File: src/adcseq_params.svh
/*
  Constants of the serial converter sequencer: bit positions of the control
  byte, reset values and timing counts.
  Assumes it is included by its bare name wherever the constants are needed.
*/
`ifndef ADCSEQ_PARAMS_SVH
`define ADCSEQ_PARAMS_SVH

// Control byte layout, start bit at position 7
`define ADCSEQ_BYTE_BITS 8
`define ADCSEQ_POS_POLARITY 6
`define ADCSEQ_POS_CLKSRC 5
`define ADCSEQ_POS_MODE_HI 4
`define ADCSEQ_POS_MODE_LO 3

// Acquisition and conversion framing, in serial clocks
`define ADCSEQ_ACQ_START_FALL 1
`define ADCSEQ_SHORT_SAMPLE_FALL 6
`define ADCSEQ_LONG_EXTRA 8
`define ADCSEQ_SHORT_ACQ_CYCLES 5
`define ADCSEQ_LONG_ACQ_CYCLES 13
`define ADCSEQ_SHORT_PERIOD 24
`define ADCSEQ_LONG_PERIOD 32
`define ADCSEQ_RANGE_PENALTY_HALF 3

// Calibration length in conversion clock cycles
`define ADCSEQ_CAL_CYCLES 80000

// Internal clock conversion time
`define ADCSEQ_CLK_PERIOD_NS 100
`define ADCSEQ_CONV_TIME_NS 7000

// Reset values
`define ADCSEQ_RST_UNIPOLAR 1'b0
`define ADCSEQ_RST_INTERNAL 1'b1
`define ADCSEQ_RST_LONG 1'b0
`define ADCSEQ_RST_USER 3'h0
`define ADCSEQ_RST_RESULT 16'h0000
// Synchroniser idle: {hard_reset_n, shutdown_n, din, cs_n, sclk}
`define ADCSEQ_RST_PINS 5'h1a

`endif

File: src/adcseq_pkg.sv
/*
  Types of the serial converter sequencer: modes, states and the state
  record of the core.
  Assumes nothing beyond a SystemVerilog compiler.
*/
package adcseq_pkg;

  typedef enum logic [1:0] {MODE_SHORT, MODE_CAL, MODE_SHUTDOWN_N, MODE_LONG} adcseq_mode_type;

  typedef enum logic [1:0] {ST_IDLE, ST_SHIFT, ST_CONV, ST_CAL} adcseq_fsm_type;

  typedef struct packed {
    adcseq_fsm_type state;
    adcseq_mode_type mode;
    logic sclk_d;
    logic [2:0] bit_cnt;
    logic [5:0] fall_cnt;
    logic mode_hi;
    logic mode_lo;
    logic clk_bit;
    logic [2:0] user_sh;
    logic [2:0] user;
    logic unipolar;
    logic internal;
    logic long_acq;
    logic changed;
    logic rearm;
    logic acquire;
    logic [4:0] acq_half;
    logic [4:0] acq_len;
    logic strobe;
    logic strobe_oe;
    logic [16:0] cnt;
    logic pd;
    logic pd_out;
    logic load;
    logic cal_flag;
    logic conv_flag;
  } adcseq_core_state_type;

endpackage : adcseq_pkg

File: src/adcseq_sync.sv
/*
  Two flip-flop synchroniser for a group of pin inputs.
  Assumes the inputs are asynchronous levels; only the second stage is read.
*/
`timescale 1ns/1ns
module adcseq_sync #(
  parameter int WIDTH = 5,
  parameter logic [WIDTH-1:0] RESET_VALUE = '0
) (
  input wire logic clk_in,
  input wire logic rst_in,
  input wire logic [WIDTH-1:0] async_in,
  output logic [WIDTH-1:0] sync_out
);

  typedef struct packed {
    logic [WIDTH-1:0] meta;
    logic [WIDTH-1:0] stable;
  } adcseq_sync_state_type;

  adcseq_sync_state_type s_r;
  adcseq_sync_state_type s_nxt;

  always_comb
  begin
    s_nxt.meta = async_in;
    s_nxt.stable = s_r.meta;
  end

  always_ff @(posedge clk_in or posedge rst_in)
  begin
    if (rst_in)
    begin
      s_r <= {RESET_VALUE, RESET_VALUE};
    end
    else
    begin
      s_r <= s_nxt;
    end
  end

  assign sync_out = s_r.stable;

endmodule : adcseq_sync

File: src/adcseq_shift_out.sv
/*
  Result output shifter: loads a finished result and shifts it out MSB first
  on serial clock falling edges while chip select is low.
  Assumes edge and select inputs are already synchronous to clk_in.
*/
`timescale 1ns/1ns
`include "adcseq_params.svh"
module adcseq_shift_out #(
  parameter int WIDTH = 16
) (
  input wire logic clk_in,
  input wire logic rst_in,
  input wire logic load_in,
  input wire logic [WIDTH-1:0] data_in,
  input wire logic fall_in,
  input wire logic cs_n_in,
  output logic dout_out,
  output logic dout_oe_out
);

  typedef struct packed {
    logic [WIDTH-1:0] sh;
    logic dout;
    logic oe;
  } adcseq_shift_state_type;

  adcseq_shift_state_type s_r;
  adcseq_shift_state_type s_nxt;

  always_comb
  begin
    s_nxt = s_r;
    s_nxt.oe = ~cs_n_in;
    if (load_in)
    begin
      s_nxt.dout = data_in[WIDTH-1];
      s_nxt.sh = {data_in[WIDTH-2:0], 1'b0};
    end
    else if (fall_in && !cs_n_in)
    begin
      // Result leaves while the next control byte arrives
      s_nxt.dout = s_r.sh[WIDTH-1];
      s_nxt.sh = {s_r.sh[WIDTH-2:0], 1'b0};
    end
  end

  always_ff @(posedge clk_in or posedge rst_in)
  begin
    if (rst_in)
    begin
      s_r <= '0;
    end
    else
    begin
      s_r <= s_nxt;
    end
  end

  assign dout_out = s_r.dout;
  assign dout_oe_out = s_r.oe;

endmodule : adcseq_shift_out

File: src/adcseq_core.sv
/*
  Conversion sequencer of a serial successive-approximation converter:
  control byte reception, mode decode, acquisition timing, conversion and
  calibration strobe, software and hardware shutdown.
  Assumes pins arrive asynchronously and the serial clock is far slower than
  clk_in; result_in comes from the converter array on clk_in.
*/
// Behaviour
// - Mode 01 starts calibration
// - Internal clock: strobe low, high after count
// - External clock: strobe high, low at end
// - Polarity bit picks unipolar or bipolar range
// - Start bit starts acquisition in previous range
// - Second bit switches range at once
// - Range change shortens acquisition by 1.5 clocks
// - Mode 11 adds eight acquisition clocks
// - Short mode samples on sixth falling edge
// - Mode 00: five clock acquisition, 24 clocks
// - Long mode: thirteen clock acquisition, 32 clocks
// - Every byte transfer is full duplex
// - First one after select or completion starts
// - Mode 10 powers down after conversion
// - Reset, shutdown or restart aborts calibration
// - Bit five selects internal or serial clock
`timescale 1ns/1ns
`include "adcseq_params.svh"
module adcseq_core #(
  parameter int CAL_CYCLES = `ADCSEQ_CAL_CYCLES,
  parameter int CONV_CYCLES = `ADCSEQ_CONV_TIME_NS / `ADCSEQ_CLK_PERIOD_NS,
  parameter int RESULT_WIDTH = 16
) (
  input wire logic clk_in,
  input wire logic rst_in,
  input wire logic sclk_in,
  input wire logic cs_n_in,
  input wire logic din_in,
  input wire logic shutdown_n_in,
  input wire logic hard_reset_n_in,
  input wire logic [RESULT_WIDTH-1:0] result_in,
  output logic dout_out,
  output logic dout_oe_out,
  output logic conversion_strobe_out,
  output logic conversion_strobe_oe_out,
  output logic [2:0] user_out,
  output logic input_polarity_select_out,
  output logic clock_source_select_out,
  output logic acquire_out,
  output logic [4:0] acq_len_out,
  output logic powered_down_out,
  output logic calibrating_out,
  output logic converting_out
);

  localparam logic [2:0] IDX_POL = 3'(`ADCSEQ_BYTE_BITS - 1 - `ADCSEQ_POS_POLARITY);
  localparam logic [2:0] IDX_CLK = 3'(`ADCSEQ_BYTE_BITS - 1 - `ADCSEQ_POS_CLKSRC);
  localparam logic [2:0] IDX_HI = 3'(`ADCSEQ_BYTE_BITS - 1 - `ADCSEQ_POS_MODE_HI);
  localparam logic [2:0] IDX_LO = 3'(`ADCSEQ_BYTE_BITS - 1 - `ADCSEQ_POS_MODE_LO);
  localparam logic [2:0] IDX_LAST = 3'(`ADCSEQ_BYTE_BITS - 1);
  localparam logic [5:0] FALL_ACQ = 6'(`ADCSEQ_ACQ_START_FALL);
  localparam logic [5:0] FALL_SHORT = 6'(`ADCSEQ_SHORT_SAMPLE_FALL);
  localparam logic [5:0] FALL_LONG = 6'(`ADCSEQ_SHORT_SAMPLE_FALL + `ADCSEQ_LONG_EXTRA);
  localparam logic [5:0] PERIOD_SHORT = 6'(`ADCSEQ_SHORT_PERIOD);
  localparam logic [5:0] PERIOD_LONG = 6'(`ADCSEQ_LONG_PERIOD);
  localparam logic [4:0] HALF_SHORT = 5'(2 * `ADCSEQ_SHORT_ACQ_CYCLES);
  localparam logic [4:0] HALF_LONG = 5'(2 * `ADCSEQ_LONG_ACQ_CYCLES);
  localparam logic [4:0] HALF_PENALTY = 5'(`ADCSEQ_RANGE_PENALTY_HALF);
  localparam logic [16:0] CAL_LAST = 17'(CAL_CYCLES - 1);
  localparam logic [16:0] CONV_LAST = 17'(CONV_CYCLES - 1);

  // Mode field to operation
  function automatic adcseq_pkg::adcseq_mode_type adcseq_decode(input logic hi, input logic lo);
    adcseq_pkg::adcseq_mode_type m;
    case ({hi, lo})
      2'b00: m = adcseq_pkg::MODE_SHORT;
      2'b01: m = adcseq_pkg::MODE_CAL;
      2'b10: m = adcseq_pkg::MODE_SHUTDOWN_N;
      default: m = adcseq_pkg::MODE_LONG;
    endcase
    return m;
  endfunction : adcseq_decode

  // Shutdown conversions keep the previous acquisition length
  function automatic logic adcseq_pick_long(input adcseq_pkg::adcseq_mode_type m,
                                            input logic prev);
    return (m == adcseq_pkg::MODE_LONG) || ((m == adcseq_pkg::MODE_SHUTDOWN_N) && prev);
  endfunction : adcseq_pick_long

  function automatic adcseq_pkg::adcseq_core_state_type adcseq_reset_state();
    adcseq_pkg::adcseq_core_state_type r;
    r = '0;
    r.state = adcseq_pkg::ST_IDLE;
    r.mode = adcseq_pkg::MODE_SHORT;
    r.user = `ADCSEQ_RST_USER;
    r.unipolar = `ADCSEQ_RST_UNIPOLAR;
    r.internal = `ADCSEQ_RST_INTERNAL;
    r.long_acq = `ADCSEQ_RST_LONG;
    r.strobe = `ADCSEQ_RST_INTERNAL;
    r.strobe_oe = 1'b1;
    return r;
  endfunction : adcseq_reset_state

  localparam adcseq_pkg::adcseq_core_state_type RST_STATE = adcseq_reset_state();

  adcseq_pkg::adcseq_core_state_type s_r;
  adcseq_pkg::adcseq_core_state_type s_nxt;

  logic [4:0] pins_s;
  logic sclk_s;
  logic cs_s;
  logic din_s;
  logic shutdown_n_s;
  logic hrst_s;
  logic rise_v;
  logic fall_v;
  logic start_ok;
  logic recv;
  logic byte_done;
  logic eff_long;
  logic eff_int;
  logic sample_end;
  logic conv_done;
  logic [2:0] bit_new;
  logic [5:0] fall_new;
  logic [5:0] fall_target;
  logic [5:0] period;
  adcseq_pkg::adcseq_mode_type mode_new;

  adcseq_sync #(
    .WIDTH(5),
    .RESET_VALUE(`ADCSEQ_RST_PINS)
  ) u_sync (
    .clk_in(clk_in),
    .rst_in(rst_in),
    .async_in({hard_reset_n_in, shutdown_n_in, din_in, cs_n_in, sclk_in}),
    .sync_out(pins_s)
  );

  assign sclk_s = pins_s[0];
  assign cs_s = pins_s[1];
  assign din_s = pins_s[2];
  assign shutdown_n_s = pins_s[3];
  assign hrst_s = pins_s[4];

  // Serial clock edges count only while selected
  assign rise_v = sclk_s && !s_r.sclk_d && !cs_s;
  assign fall_v = !sclk_s && s_r.sclk_d && !cs_s;
  assign bit_new = s_r.bit_cnt + 3'h1;
  assign fall_new = s_r.fall_cnt + 6'h01;
  assign mode_new = adcseq_decode(s_r.mode_hi, s_r.mode_lo);
  assign eff_long = (s_r.bit_cnt > IDX_LO) ? adcseq_pick_long(mode_new, s_r.long_acq)
                                           : s_r.long_acq;
  assign eff_int = (s_r.bit_cnt >= IDX_CLK) ? s_r.clk_bit : s_r.internal;
  assign fall_target = eff_long ? FALL_LONG : FALL_SHORT;
  assign period = eff_long ? PERIOD_LONG : PERIOD_SHORT;
  // First one after completion, or after a select pulse when busy
  assign start_ok = rise_v && din_s && ((s_r.state == adcseq_pkg::ST_IDLE) || s_r.rearm);
  assign recv = rise_v && (s_r.bit_cnt < IDX_LAST) &&
                ((s_r.state == adcseq_pkg::ST_SHIFT) || (s_r.state == adcseq_pkg::ST_CONV));
  assign byte_done = recv && (bit_new == IDX_LAST);
  assign sample_end = fall_v && s_r.acquire && (fall_new == fall_target);
  assign conv_done = (s_r.state == adcseq_pkg::ST_CONV) &&
                     (eff_int ? (s_r.cnt == CONV_LAST) : (fall_v && (fall_new == period)));

  always_comb
  begin
    s_nxt = s_r;
    s_nxt.sclk_d = sclk_s;
    s_nxt.load = 1'b0;
    s_nxt.strobe_oe = s_r.internal | ~cs_s;
    if (cs_s)
    begin
      s_nxt.rearm = 1'b1;
    end
    if (!hrst_s)
    begin
      s_nxt = RST_STATE;
      s_nxt.sclk_d = sclk_s;
    end
    else if (!shutdown_n_s)
    begin
      // Hardware shutdown ends any operation
      s_nxt.state = adcseq_pkg::ST_IDLE;
      s_nxt.acquire = 1'b0;
      s_nxt.strobe = s_r.internal;
    end
    else if (start_ok)
    begin
      // Acquire in the previous range
      s_nxt.state = adcseq_pkg::ST_SHIFT;
      s_nxt.bit_cnt = 3'h0;
      s_nxt.fall_cnt = 6'h00;
      s_nxt.acquire = 1'b1;
      s_nxt.acq_half = 5'h00;
      s_nxt.changed = 1'b0;
      s_nxt.rearm = 1'b0;
      s_nxt.pd = 1'b0;
      s_nxt.strobe = s_r.internal;
    end
    else
    begin
      if (recv)
      begin
        s_nxt.bit_cnt = bit_new;
        if (bit_new == IDX_POL)
        begin
          if (din_s != s_r.unipolar)
          begin
            s_nxt.unipolar = din_s;
            s_nxt.changed = 1'b1;
          end
        end
        else if (bit_new == IDX_CLK)
        begin
          s_nxt.clk_bit = din_s;
        end
        else if (bit_new == IDX_HI)
        begin
          s_nxt.mode_hi = din_s;
        end
        else if (bit_new == IDX_LO)
        begin
          s_nxt.mode_lo = din_s;
        end
        else
        begin
          s_nxt.user_sh = {s_r.user_sh[1:0], din_s};
        end
      end
      if (s_r.acquire && (s_r.fall_cnt >= FALL_ACQ) && (rise_v || fall_v))
      begin
        s_nxt.acq_half = s_r.acq_half + 5'h01;
      end
      if (fall_v && (s_r.state != adcseq_pkg::ST_IDLE))
      begin
        s_nxt.fall_cnt = fall_new;
      end
      case (s_r.state)
        adcseq_pkg::ST_SHIFT:
        begin
          if (sample_end)
          begin
            s_nxt.acquire = 1'b0;
            s_nxt.acq_len = s_nxt.acq_half - (s_r.changed ? HALF_PENALTY : 5'h00);
            s_nxt.state = adcseq_pkg::ST_CONV;
            s_nxt.cnt = 17'h0_0000;
            s_nxt.strobe = 1'b0;
          end
        end
        adcseq_pkg::ST_CONV:
        begin
          if (eff_int)
          begin
            s_nxt.cnt = s_r.cnt + 17'h0_0001;
            s_nxt.strobe = 1'b0;
          end
          else if (fall_v && (fall_new == fall_target + 6'h01))
          begin
            s_nxt.strobe = 1'b1;
          end
          else if (fall_v && (fall_new == fall_target + 6'h02))
          begin
            s_nxt.strobe = 1'b0;
          end
          if (conv_done)
          begin
            s_nxt.load = 1'b1;
            s_nxt.state = adcseq_pkg::ST_IDLE;
            s_nxt.strobe = eff_int;
            s_nxt.pd = (s_r.mode == adcseq_pkg::MODE_SHUTDOWN_N);
          end
        end
        adcseq_pkg::ST_CAL:
        begin
          if (s_r.internal || fall_v)
          begin
            s_nxt.cnt = s_r.cnt + 17'h0_0001;
            if (s_r.cnt == CAL_LAST)
            begin
              s_nxt.state = adcseq_pkg::ST_IDLE;
              s_nxt.strobe = s_r.internal;
            end
          end
        end
        default:
        begin
          s_nxt.acquire = 1'b0;
        end
      endcase
      if (byte_done)
      begin
        s_nxt.mode = mode_new;
        s_nxt.user = {s_r.user_sh[1:0], din_s};
        s_nxt.internal = s_r.clk_bit;
        s_nxt.long_acq = adcseq_pick_long(mode_new, s_r.long_acq);
        if (mode_new == adcseq_pkg::MODE_CAL)
        begin
          s_nxt.state = adcseq_pkg::ST_CAL;
          s_nxt.cnt = 17'h0_0000;
          s_nxt.acquire = 1'b0;
          s_nxt.strobe = ~s_r.clk_bit;
        end
      end
    end
    s_nxt.pd_out = s_nxt.pd | ~shutdown_n_s;
    s_nxt.cal_flag = (s_nxt.state == adcseq_pkg::ST_CAL);
    s_nxt.conv_flag = (s_nxt.state == adcseq_pkg::ST_CONV);
  end

  always_ff @(posedge clk_in or posedge rst_in)
  begin
    if (rst_in)
    begin
      s_r <= RST_STATE;
    end
    else
    begin
      s_r <= s_nxt;
    end
  end

  adcseq_shift_out #(
    .WIDTH(RESULT_WIDTH)
  ) u_shift (
    .clk_in(clk_in),
    .rst_in(rst_in),
    .load_in(s_r.load),
    .data_in(result_in),
    .fall_in(fall_v),
    .cs_n_in(cs_s),
    .dout_out(dout_out),
    .dout_oe_out(dout_oe_out)
  );

  assign conversion_strobe_out = s_r.strobe;
  assign conversion_strobe_oe_out = s_r.strobe_oe;
  assign user_out = s_r.user;
  assign input_polarity_select_out = s_r.unipolar;
  assign clock_source_select_out = s_r.internal;
  assign acquire_out = s_r.acquire;
  assign acq_len_out = s_r.acq_len;
  assign powered_down_out = s_r.pd_out;
  assign calibrating_out = s_r.cal_flag;
  assign converting_out = s_r.conv_flag;
endmodule : adcseq_core

File: config.mk
export PLATFORM = sky130hd
export DESIGN_NAME = adcseq_core
export DESIGN_NICKNAME = d
export VERILOG_FILES = /design/src/adcseq_pkg.sv /design/src/adcseq_sync.sv /design/src/adcseq_shift_out.sv /design/src/adcseq_core.sv
export VERILOG_INCLUDE_DIRS = /design/src /design/src/src
export SDC_FILE = /design/constraint.sdc
export NUM_CORES = 1
export LEC_CHECK = 0
export BUFFER_PORTS_ARGS = -buffer_cell sky130_fd_sc_hd__buf_2
export CELL_PAD_IN_SITES_DETAIL_PLACEMENT = 1
export CELL_PAD_IN_SITES_GLOBAL_PLACEMENT = 1
export CORE_ASPECT_RATIO = 1.75
export CORE_MARGIN = 10
export CORE_UTILIZATION = 50
export CTS_CLUSTER_SIZE = 16
export DETAILED_ROUTE_END_ITERATION = 10
export PLACE_DENSITY_LB_ADDON = 0.1
export SYNTH_ARGS = -nofsm -noshare
export SYNTH_HDL_FRONTEND = slang
export SYNTH_SLANG_ARGS = --single-unit
File: constraint.sdc
create_clock -name clk_in -period 6.5 [get_ports clk_in]
set_input_delay 1.3 -clock clk_in [delete_from_list [all_inputs] [get_ports clk_in]]
set_output_delay 1.3 -clock clk_in [all_outputs]
set_load 0.005 [all_outputs]
==> flow_metrics.tcl, run 1 <==
set metrics [dict create \
    status "completed" \
    ys_ff_latch 89 \
    crit_path_start_kind "flop" \
    synth_cell_types 65 \
    ir_drop_mv 0.197 \
    initial_core_util_pct 51.3 \
    worstHoldPathCells 0 \
    syn2layout_area_growth_pct 10.7 \
    worst_pin_slew_ns 1.13 \
    grt_start_max_net_pins 68 \
    r2r_cells 12 \
    cts_tree "yes" \
    drt-initial-drc-count 178 \
    routed_wl_mm 14.8 \
    grt-ovfl-total 0 \
    layout_common_cells "dfrtp_1, nand2_1, o21ai_0" \
    timing_hold_violations_final 0 \
    worstPathMaxFanout 10 \
    p_leak_nw 2.43 \
    clkLatencyLatePin_ns 0.34 \
    rsz0062_at_grt "no" \
    period_needed_ns 3.61 \
    drcViolationCount 0 \
    post_cts_buffers 0 \
    die_h_um 153 \
    fin_crit_sh_pct 55.5 \
    num_io_pins 41 \
    cts.sinks 89 \
    hold_path.class "reg2reg" \
    syn_nets 595 \
    cts_resized 0 \
    cap_violations 0 \
    max_slew_margin_pct 24.5 \
    numCtsBuffers 9 \
    mostFrequentLayoutCell "dfrtp_1" \
    grt_antenna_before_repair 0 \
    finalSetupViolCount 0 \
    clockRootBuffer "clkbuf_16" \
    finalNetCount 619 \
    grt_pass1_wl_mm 24.7 \
    utilization_pct 56.8 \
    first_global_vias 4951 \
    grtUsageTotal_pct 21.0 \
    critPathKind "reg2reg" \
    vias 4407 \
    ctsHtreeMaxLevel 3 \
    viasPerCell 6.25 \
    required_ns 6.73 \
    worstSetupEndpointType "flop" \
    num_antenna_cells 0 \
    clock-skew-final_ns 0.00581 \
    max_clock_freq_ghz 0.277 \
    yosys_warnings 0 \
    async_reset_ff_share_pct 100 \
    yosysSeqAreaShare_pct 44.0 \
    synthFlopType "dfrtp_1" \
    portBuffers 40 \
    gp_congestion 0.916 \
    synth_edf_count 0 \
    firstDrtPassIters 4 \
    avgSynthCellArea_um2 9.23 \
    finalMaxSlewViolations 0 \
    clk_pin_slew_worst_paths_ns 0.06 \
    ant_nets 0 \
    cp_data_arrival_time_ns 3.83 \
    core_area_um2 9910 \
    synthCells 551 \
    dp_hpwl_mm 10.8 \
    cts_hold_buf 0 \
    synthesis.area_um2 5090 \
    cts_buffer_depth 2 \
    p_per_area_nw_per_um2 217 \
    fp.dieW_um 96.2 \
    wl_per_cell_um 20.9 \
    die-area_um2 14800 \
    drive_above_1_share_pct 14.5 \
    row_count 48 \
    tns_ns 0 \
]
[per-layer routing]
| metal | vias to the layer above | share of wire, % | track usage, % |
|---|---|---|---|
| met4 | 0 | 3.3 | 10.7 |
| met3 | 38 | 3.3 | 4.27 |
| met1 | 2235 | 37 | 21.8 |
| li1 | 2053 | - | - |
| met5 | - | 0 | 0 |
| met2 | 81 | 56 | 37.8 |
[cell families (layout without fill, tap and decap cells)]
| family | after synthesis | in the layout | synth area share, % |
|---|---|---|---|
| AO/OA/AOI/OAI | 154 | 154 | 19.3 |
| XOR/XNOR | 14 | 14 | 2.41 |
| adder cells (fa/ha/maj) | 21 | 21 | 5.31 |
| buffers and inverters | 52 | 81 | 4.45 |
| flip-flops | 89 | 89 | 44.0 |
| multiplexers | 23 | 23 | 4.65 |
| AND/OR/NAND/NOR | 198 | 198 | 19.8 |
[synth_stat cells (6+ instances only)]
library cell / number / area share, %
nor4_1: 6 / 0.74
nand4_1: 8 / 0.98
nand3_1: 22 / 2.2
and3_1: 8 / 0.98
a21oi_1: 35 / 3.4
ha_1: 20 / 4.9
nand2_1: 68 / 5.0
dfrtp_1: 80 / 39
mux2i_1: 18 / 3.5
o311ai_0: 8 / 1.4
nor3_1: 12 / 1.2
a211oi_1: 9 / 1.3
dfstp_2: 9 / 4.6
xor2_1: 7 / 1.2
o31ai_1: 6 / 0.89
clkbuf_1: 18 / 1.3
nor2_1: 31 / 2.3
inv_1: 22 / 1.6
a31oi_1: 9 / 1.1
xnor2_1: 7 / 1.2
buf_4: 8 / 1.2
o21ai_0: 50 / 4.9
[layout make-up]
class	instances	area [µm²]
fill	1185	4280
clock buffer	12	256
inverter	23	87.6
clock inverter	4	51.3
sequential	89	2240
timing repair buffer	42	215
tap	125	156
multi-input combinational	410	2630
[path summary, 6_finish.rpt]
path	start	slack, ns	end
worst min register to register	u_sync.s_nxt[2]	0.36	u_sync.sync_out[2]
worst max-delay path	s_r[49]	2.89	acq_len_out[3]
worst min-delay path	u_sync.s_nxt[2]	0.36	u_sync.sync_out[2]
worst max register to register	s_r[49]	2.89	acq_len_out[3]
max in group asynchronous	rst_in	4.35	s_r[58]
min in group asynchronous	rst_in	0.94	s_r[5]
[flip-flops by register name, indices dropped and copies added, names as in the netlist]
signal and cells:
conversion_strobe_out 1, u_sync.sync_out 5, conversion_strobe_oe_out 1, calibrating_out 1, converting_out 1, acquire_out 1, u_shift.dout_oe_out 1, clock_source_select_out 1
u_shift.s_r 15, u_sync.s_nxt 5, u_shift.dout_out 1, acq_len_out 5, powered_down_out 1, input_polarity_select_out 1, user_out 3, s_r 46
[critical path, stage by stage, from the launching register on]
cell	delay, ns
dfrtp_1	0.48
inv_1	0.10
ha_1	0.20
nor4b_1	0.14
a211oi_1	0.94
mux2i_1	0.44
inv_1	0.11
ha_1	0.31
a21oi_1	0.15
nand2_1	0.07
a221oi_1	0.31
xor2_1	0.18
o2bb2ai_1	0.07
[metrics by stage]
stage | area (µm²) | hold slack, ns | setup slack (ns) | total power, W | cells
2_1_floorplan | 5090 | 0.331 | 2.91 | 0.000655 | 551
3_3_place_gp | 5320 | 0.333 | 3.14 | 0.000684 | 689
4_1_cts | 5630 | 0.361 | 2.83 | 0.00123 | 705
5_1_grt | 5630 | 0.368 | 2.52 | 0.00127 | 705
6_report | 5630 | 0.360 | 2.89 | 0.00122 | 705
3_5_place_dp | 5320 | 0.336 | 2.87 | 0.000691 | 689
[report_power, final]
part            total, W  leakage [nW]  internal (W)  switching, W
Clock           0.000540         0.149      0.000319      0.000220
Combinational  0.0000769          1.14     0.0000278     0.0000491
Sequential      0.000604          1.14      0.000582     0.0000214
(Power assumes the default switching activity.)
==> run 2, diff against run 1 <==
Settings changed: CORE_UTILIZATION 50 to 42.
Clock period 6.5 ns to 3.2 ns, I/O delays scaled along.
==> run 2 against run 1 <==
Compared with the run above:
- sequential cell count unchanged
- clock-buffer cell count decreased by 3
- combinational power increased by 110%
- routed wire length up 1.2%
- critical path depth up 1
- first-iteration DRC count fell by 18%
- final cell count is 4.0% higher
- largest power group unchanged
- setup slack got worse by 2.6 ns
- fmax is 23% higher
- clock skew grew 0.0058 ns
- global-route usage fell by 2.8 points
- highest routed layer unchanged
==> flow_metrics.tcl, run 2 (same netlist as run 1, synthesis figures left out) <==
set metrics [dict create \
    num_io_pins 41 \
    p_sw_w 0.000625 \
    mostFrequentLayoutCell "dfrtp_1" \
    cpPeakStageDelay_ns 0.45 \
    clock-skew-final_ns 0.0116 \
    clk_pin_slew_worst_paths_ns 0.07 \
    reg_top3 "s_r x46, u_shift.s_r x15" \
    grt_start_max_net_pins 45 \
    hold_path.class "in2async" \
    numCtsBuffers 9 \
    tns_ns 0 \
    max_clock_freq_ghz 0.341 \
    grt_antenna_before_repair 0 \
    required_ns 3.44 \
    clkPwrFrac_pct 44.3 \
    drive_above_1_share_pct 17.1 \
    die-area_um2 17100 \
    regMostFlops "s_r" \
    drt-initial-drc-count 146 \
    initial_core_util_pct 42.6 \
    comb_power_share_pct 6.6 \
    max_slew_margin_pct 48.1 \
    swShare_pct 25.1 \
    worst_pin_slew_ns 0.779 \
    worstSetupEndpointType "flop" \
    path_delay_family "compound AO/OA/AOI/OAI gates" \
    fp.dieW_um 103 \
    first_global_vias 4750 \
    cp_data_arrival_time_ns 3.16 \
    ant_nets 0 \
    crit_cells 13 \
    grtUsageTotal_pct 18.2 \
    drcViolationCount 0 \
    hold_slack_ns 0.292 \
    dp_hpwl_mm 11.1 \
    num_antenna_cells 0 \
    die_h_um 166 \
    finalSetupViolCount 0 \
    crit_path_start_kind "flop" \
    clkLatencyLatePin_ns 0.36 \
    critPathKind "reg2reg" \
    period_needed_ns 2.93 \
    clockRootBuffer "clkbuf_16" \
    routed_wl_mm 14.9 \
    ctsHtreeMaxLevel 3 \
    finalNetCount 635 \
    fin_crit_sh_pct 91.5 \
    cts_tree "yes" \
    viasPerCell 6.07 \
    core_area_um2 11900 \
    syn2layout_area_growth_pct 13.6 \
    p_leak_nw 2.50 \
    slowest_stage "dfrtp_1" \
    p_seq_share_pct 49.1 \
    finalMaxSlewViolations 0 \
    largest_register_ffs 46 \
    timing_hold_violations_final 0 \
    cp_num_buf_inv 3 \
    cap_violations 0 \
    cts_hold_buf 0 \
    grt_pass1_wl_mm 24.3 \
    gp_congestion 0.946 \
    rsz0062_at_grt "no" \
    path_cells "inv_1 -> ha_1 -> nor4b_1 -> a211oi_1 -> buf_4 -> mux2i_1 -> inv_1 -> ha_1 -> a21oi_1 -> nand2_1 -> a221oi_1 -> xor2_1 -> o2bb2ai_1" \
    p_per_area_nw_per_um2 430 \
    status "completed" \
    cts.sinks 89 \
    row_count 53 \
    internal-power_w 0.00186 \
    portBuffers 40 \
    ir_drop_mv 0.273 \
    wl_per_cell_um 20.4 \
    worstPathMaxFanout 10 \
    vias 4450 \
    cts_buffer_depth 2 \
    firstDrtPassIters 4 \
    layout_common_cells "dfrtp_1, nand2_1, o21ai_0" \
    grt-ovfl-total 0 \
    r2r_cells 13 \
]
==> run 2: cell types whose count changed in the layout (fill, tap and decap cells not counted) <==
cell        change
dfrtp_1         -1
inv_8           +1
clkinvlp_4      +1
clkbuf_8        -2
buf_4          +15
buf_12          +1
dfrtp_2         +1
clkbuf_1        -1
inv_6           +1
==> run 2: worst paths after layout <==
| path | start | end | slack, ns |
|---|---|---|---|
| setup / recovery | s_r[50] | acq_len_out[3] | 0.27 |
| hold / removal | rst_in | u_shift.s_r[4] | 0.29 |
| setup reg to reg | s_r[50] | acq_len_out[3] | 0.27 |
| hold reg to reg | u_sync.s_nxt[0] | u_sync.sync_out[0] | 0.36 |
| max in group asynchronous | rst_in | s_r[7] | 2.23 |
| min in group clk_in | u_sync.s_nxt[0] | u_sync.sync_out[0] | 0.36 |
==> run 2: power groups by stage <==
stage	registers [W]	clock network, W	logic (W)
3_5_place_dp	0.00124	0	0.000167
3_3_place_gp	0.00124	0	0.000162
5_1_grt	0.00123	0.00117	0.000185
6_report	0.00122	0.00110	0.000163
2_1_floorplan	0.00123	0	0.000105
4_1_cts	0.00122	0.00112	0.000168
==> run 2: worst reg2reg max path: cells and delay by family (launching register included) <==
family / cells / cell delay, ns
xor gates and xnor gates: 1 / 0.18
muxes: 1 / 0.21
AOI/OAI and AO/OA: 4 / 0.66
adders and majority gates: 2 / 0.55
and+or+nand+nor: 2 / 0.41
DFF: 1 / 0.45
buffers and inverters: 3 / 0.35
==> run 2: area by class of cell <==
class / count / area, µm²
tap: 137 / 171
fill: 1422 / 6160
clock buffer: 9 / 225
sequential: 89 / 2240
timing repair buffer: 58 / 348
multi-input combinational: 410 / 2630
inverter: 23 / 87.6
clock inverter: 7 / 78.8
==> run 2: repair_timing <==
action	4_1_cts	5_1_grt
setup endpoints to repair	0	1
gates resized for setup	0	1
setup buffers	0	0
==> run 2: per-layer routing <==
layer,up-vias,wire length (µm),GRT usage (%)
met5,-,0,0
met4,0,504,9.09
met3,35,515,3.33
met2,84,8090,33.4
met1,2240,5840,19.2
li1,2091,-,-
==> run 2: stage by stage <==
stage | total power [W] | utilization [%] | instances | worst slack (ns) | area (µm²)
floorplan | 0.00133 | - | 551 | 0.103 | 5090
global placement | 0.00140 | 45.8 | 717 | 0.459 | 5470
detailed placement | 0.00141 | 45.8 | 717 | 0.241 | 5470
CTS | 0.00251 | 48.4 | 733 | 0.213 | 5780
global route | 0.00259 | 48.4 | 733 | 0.0197 | 5780
finish | 0.00249 | 48.4 | 733 | 0.272 | 5780
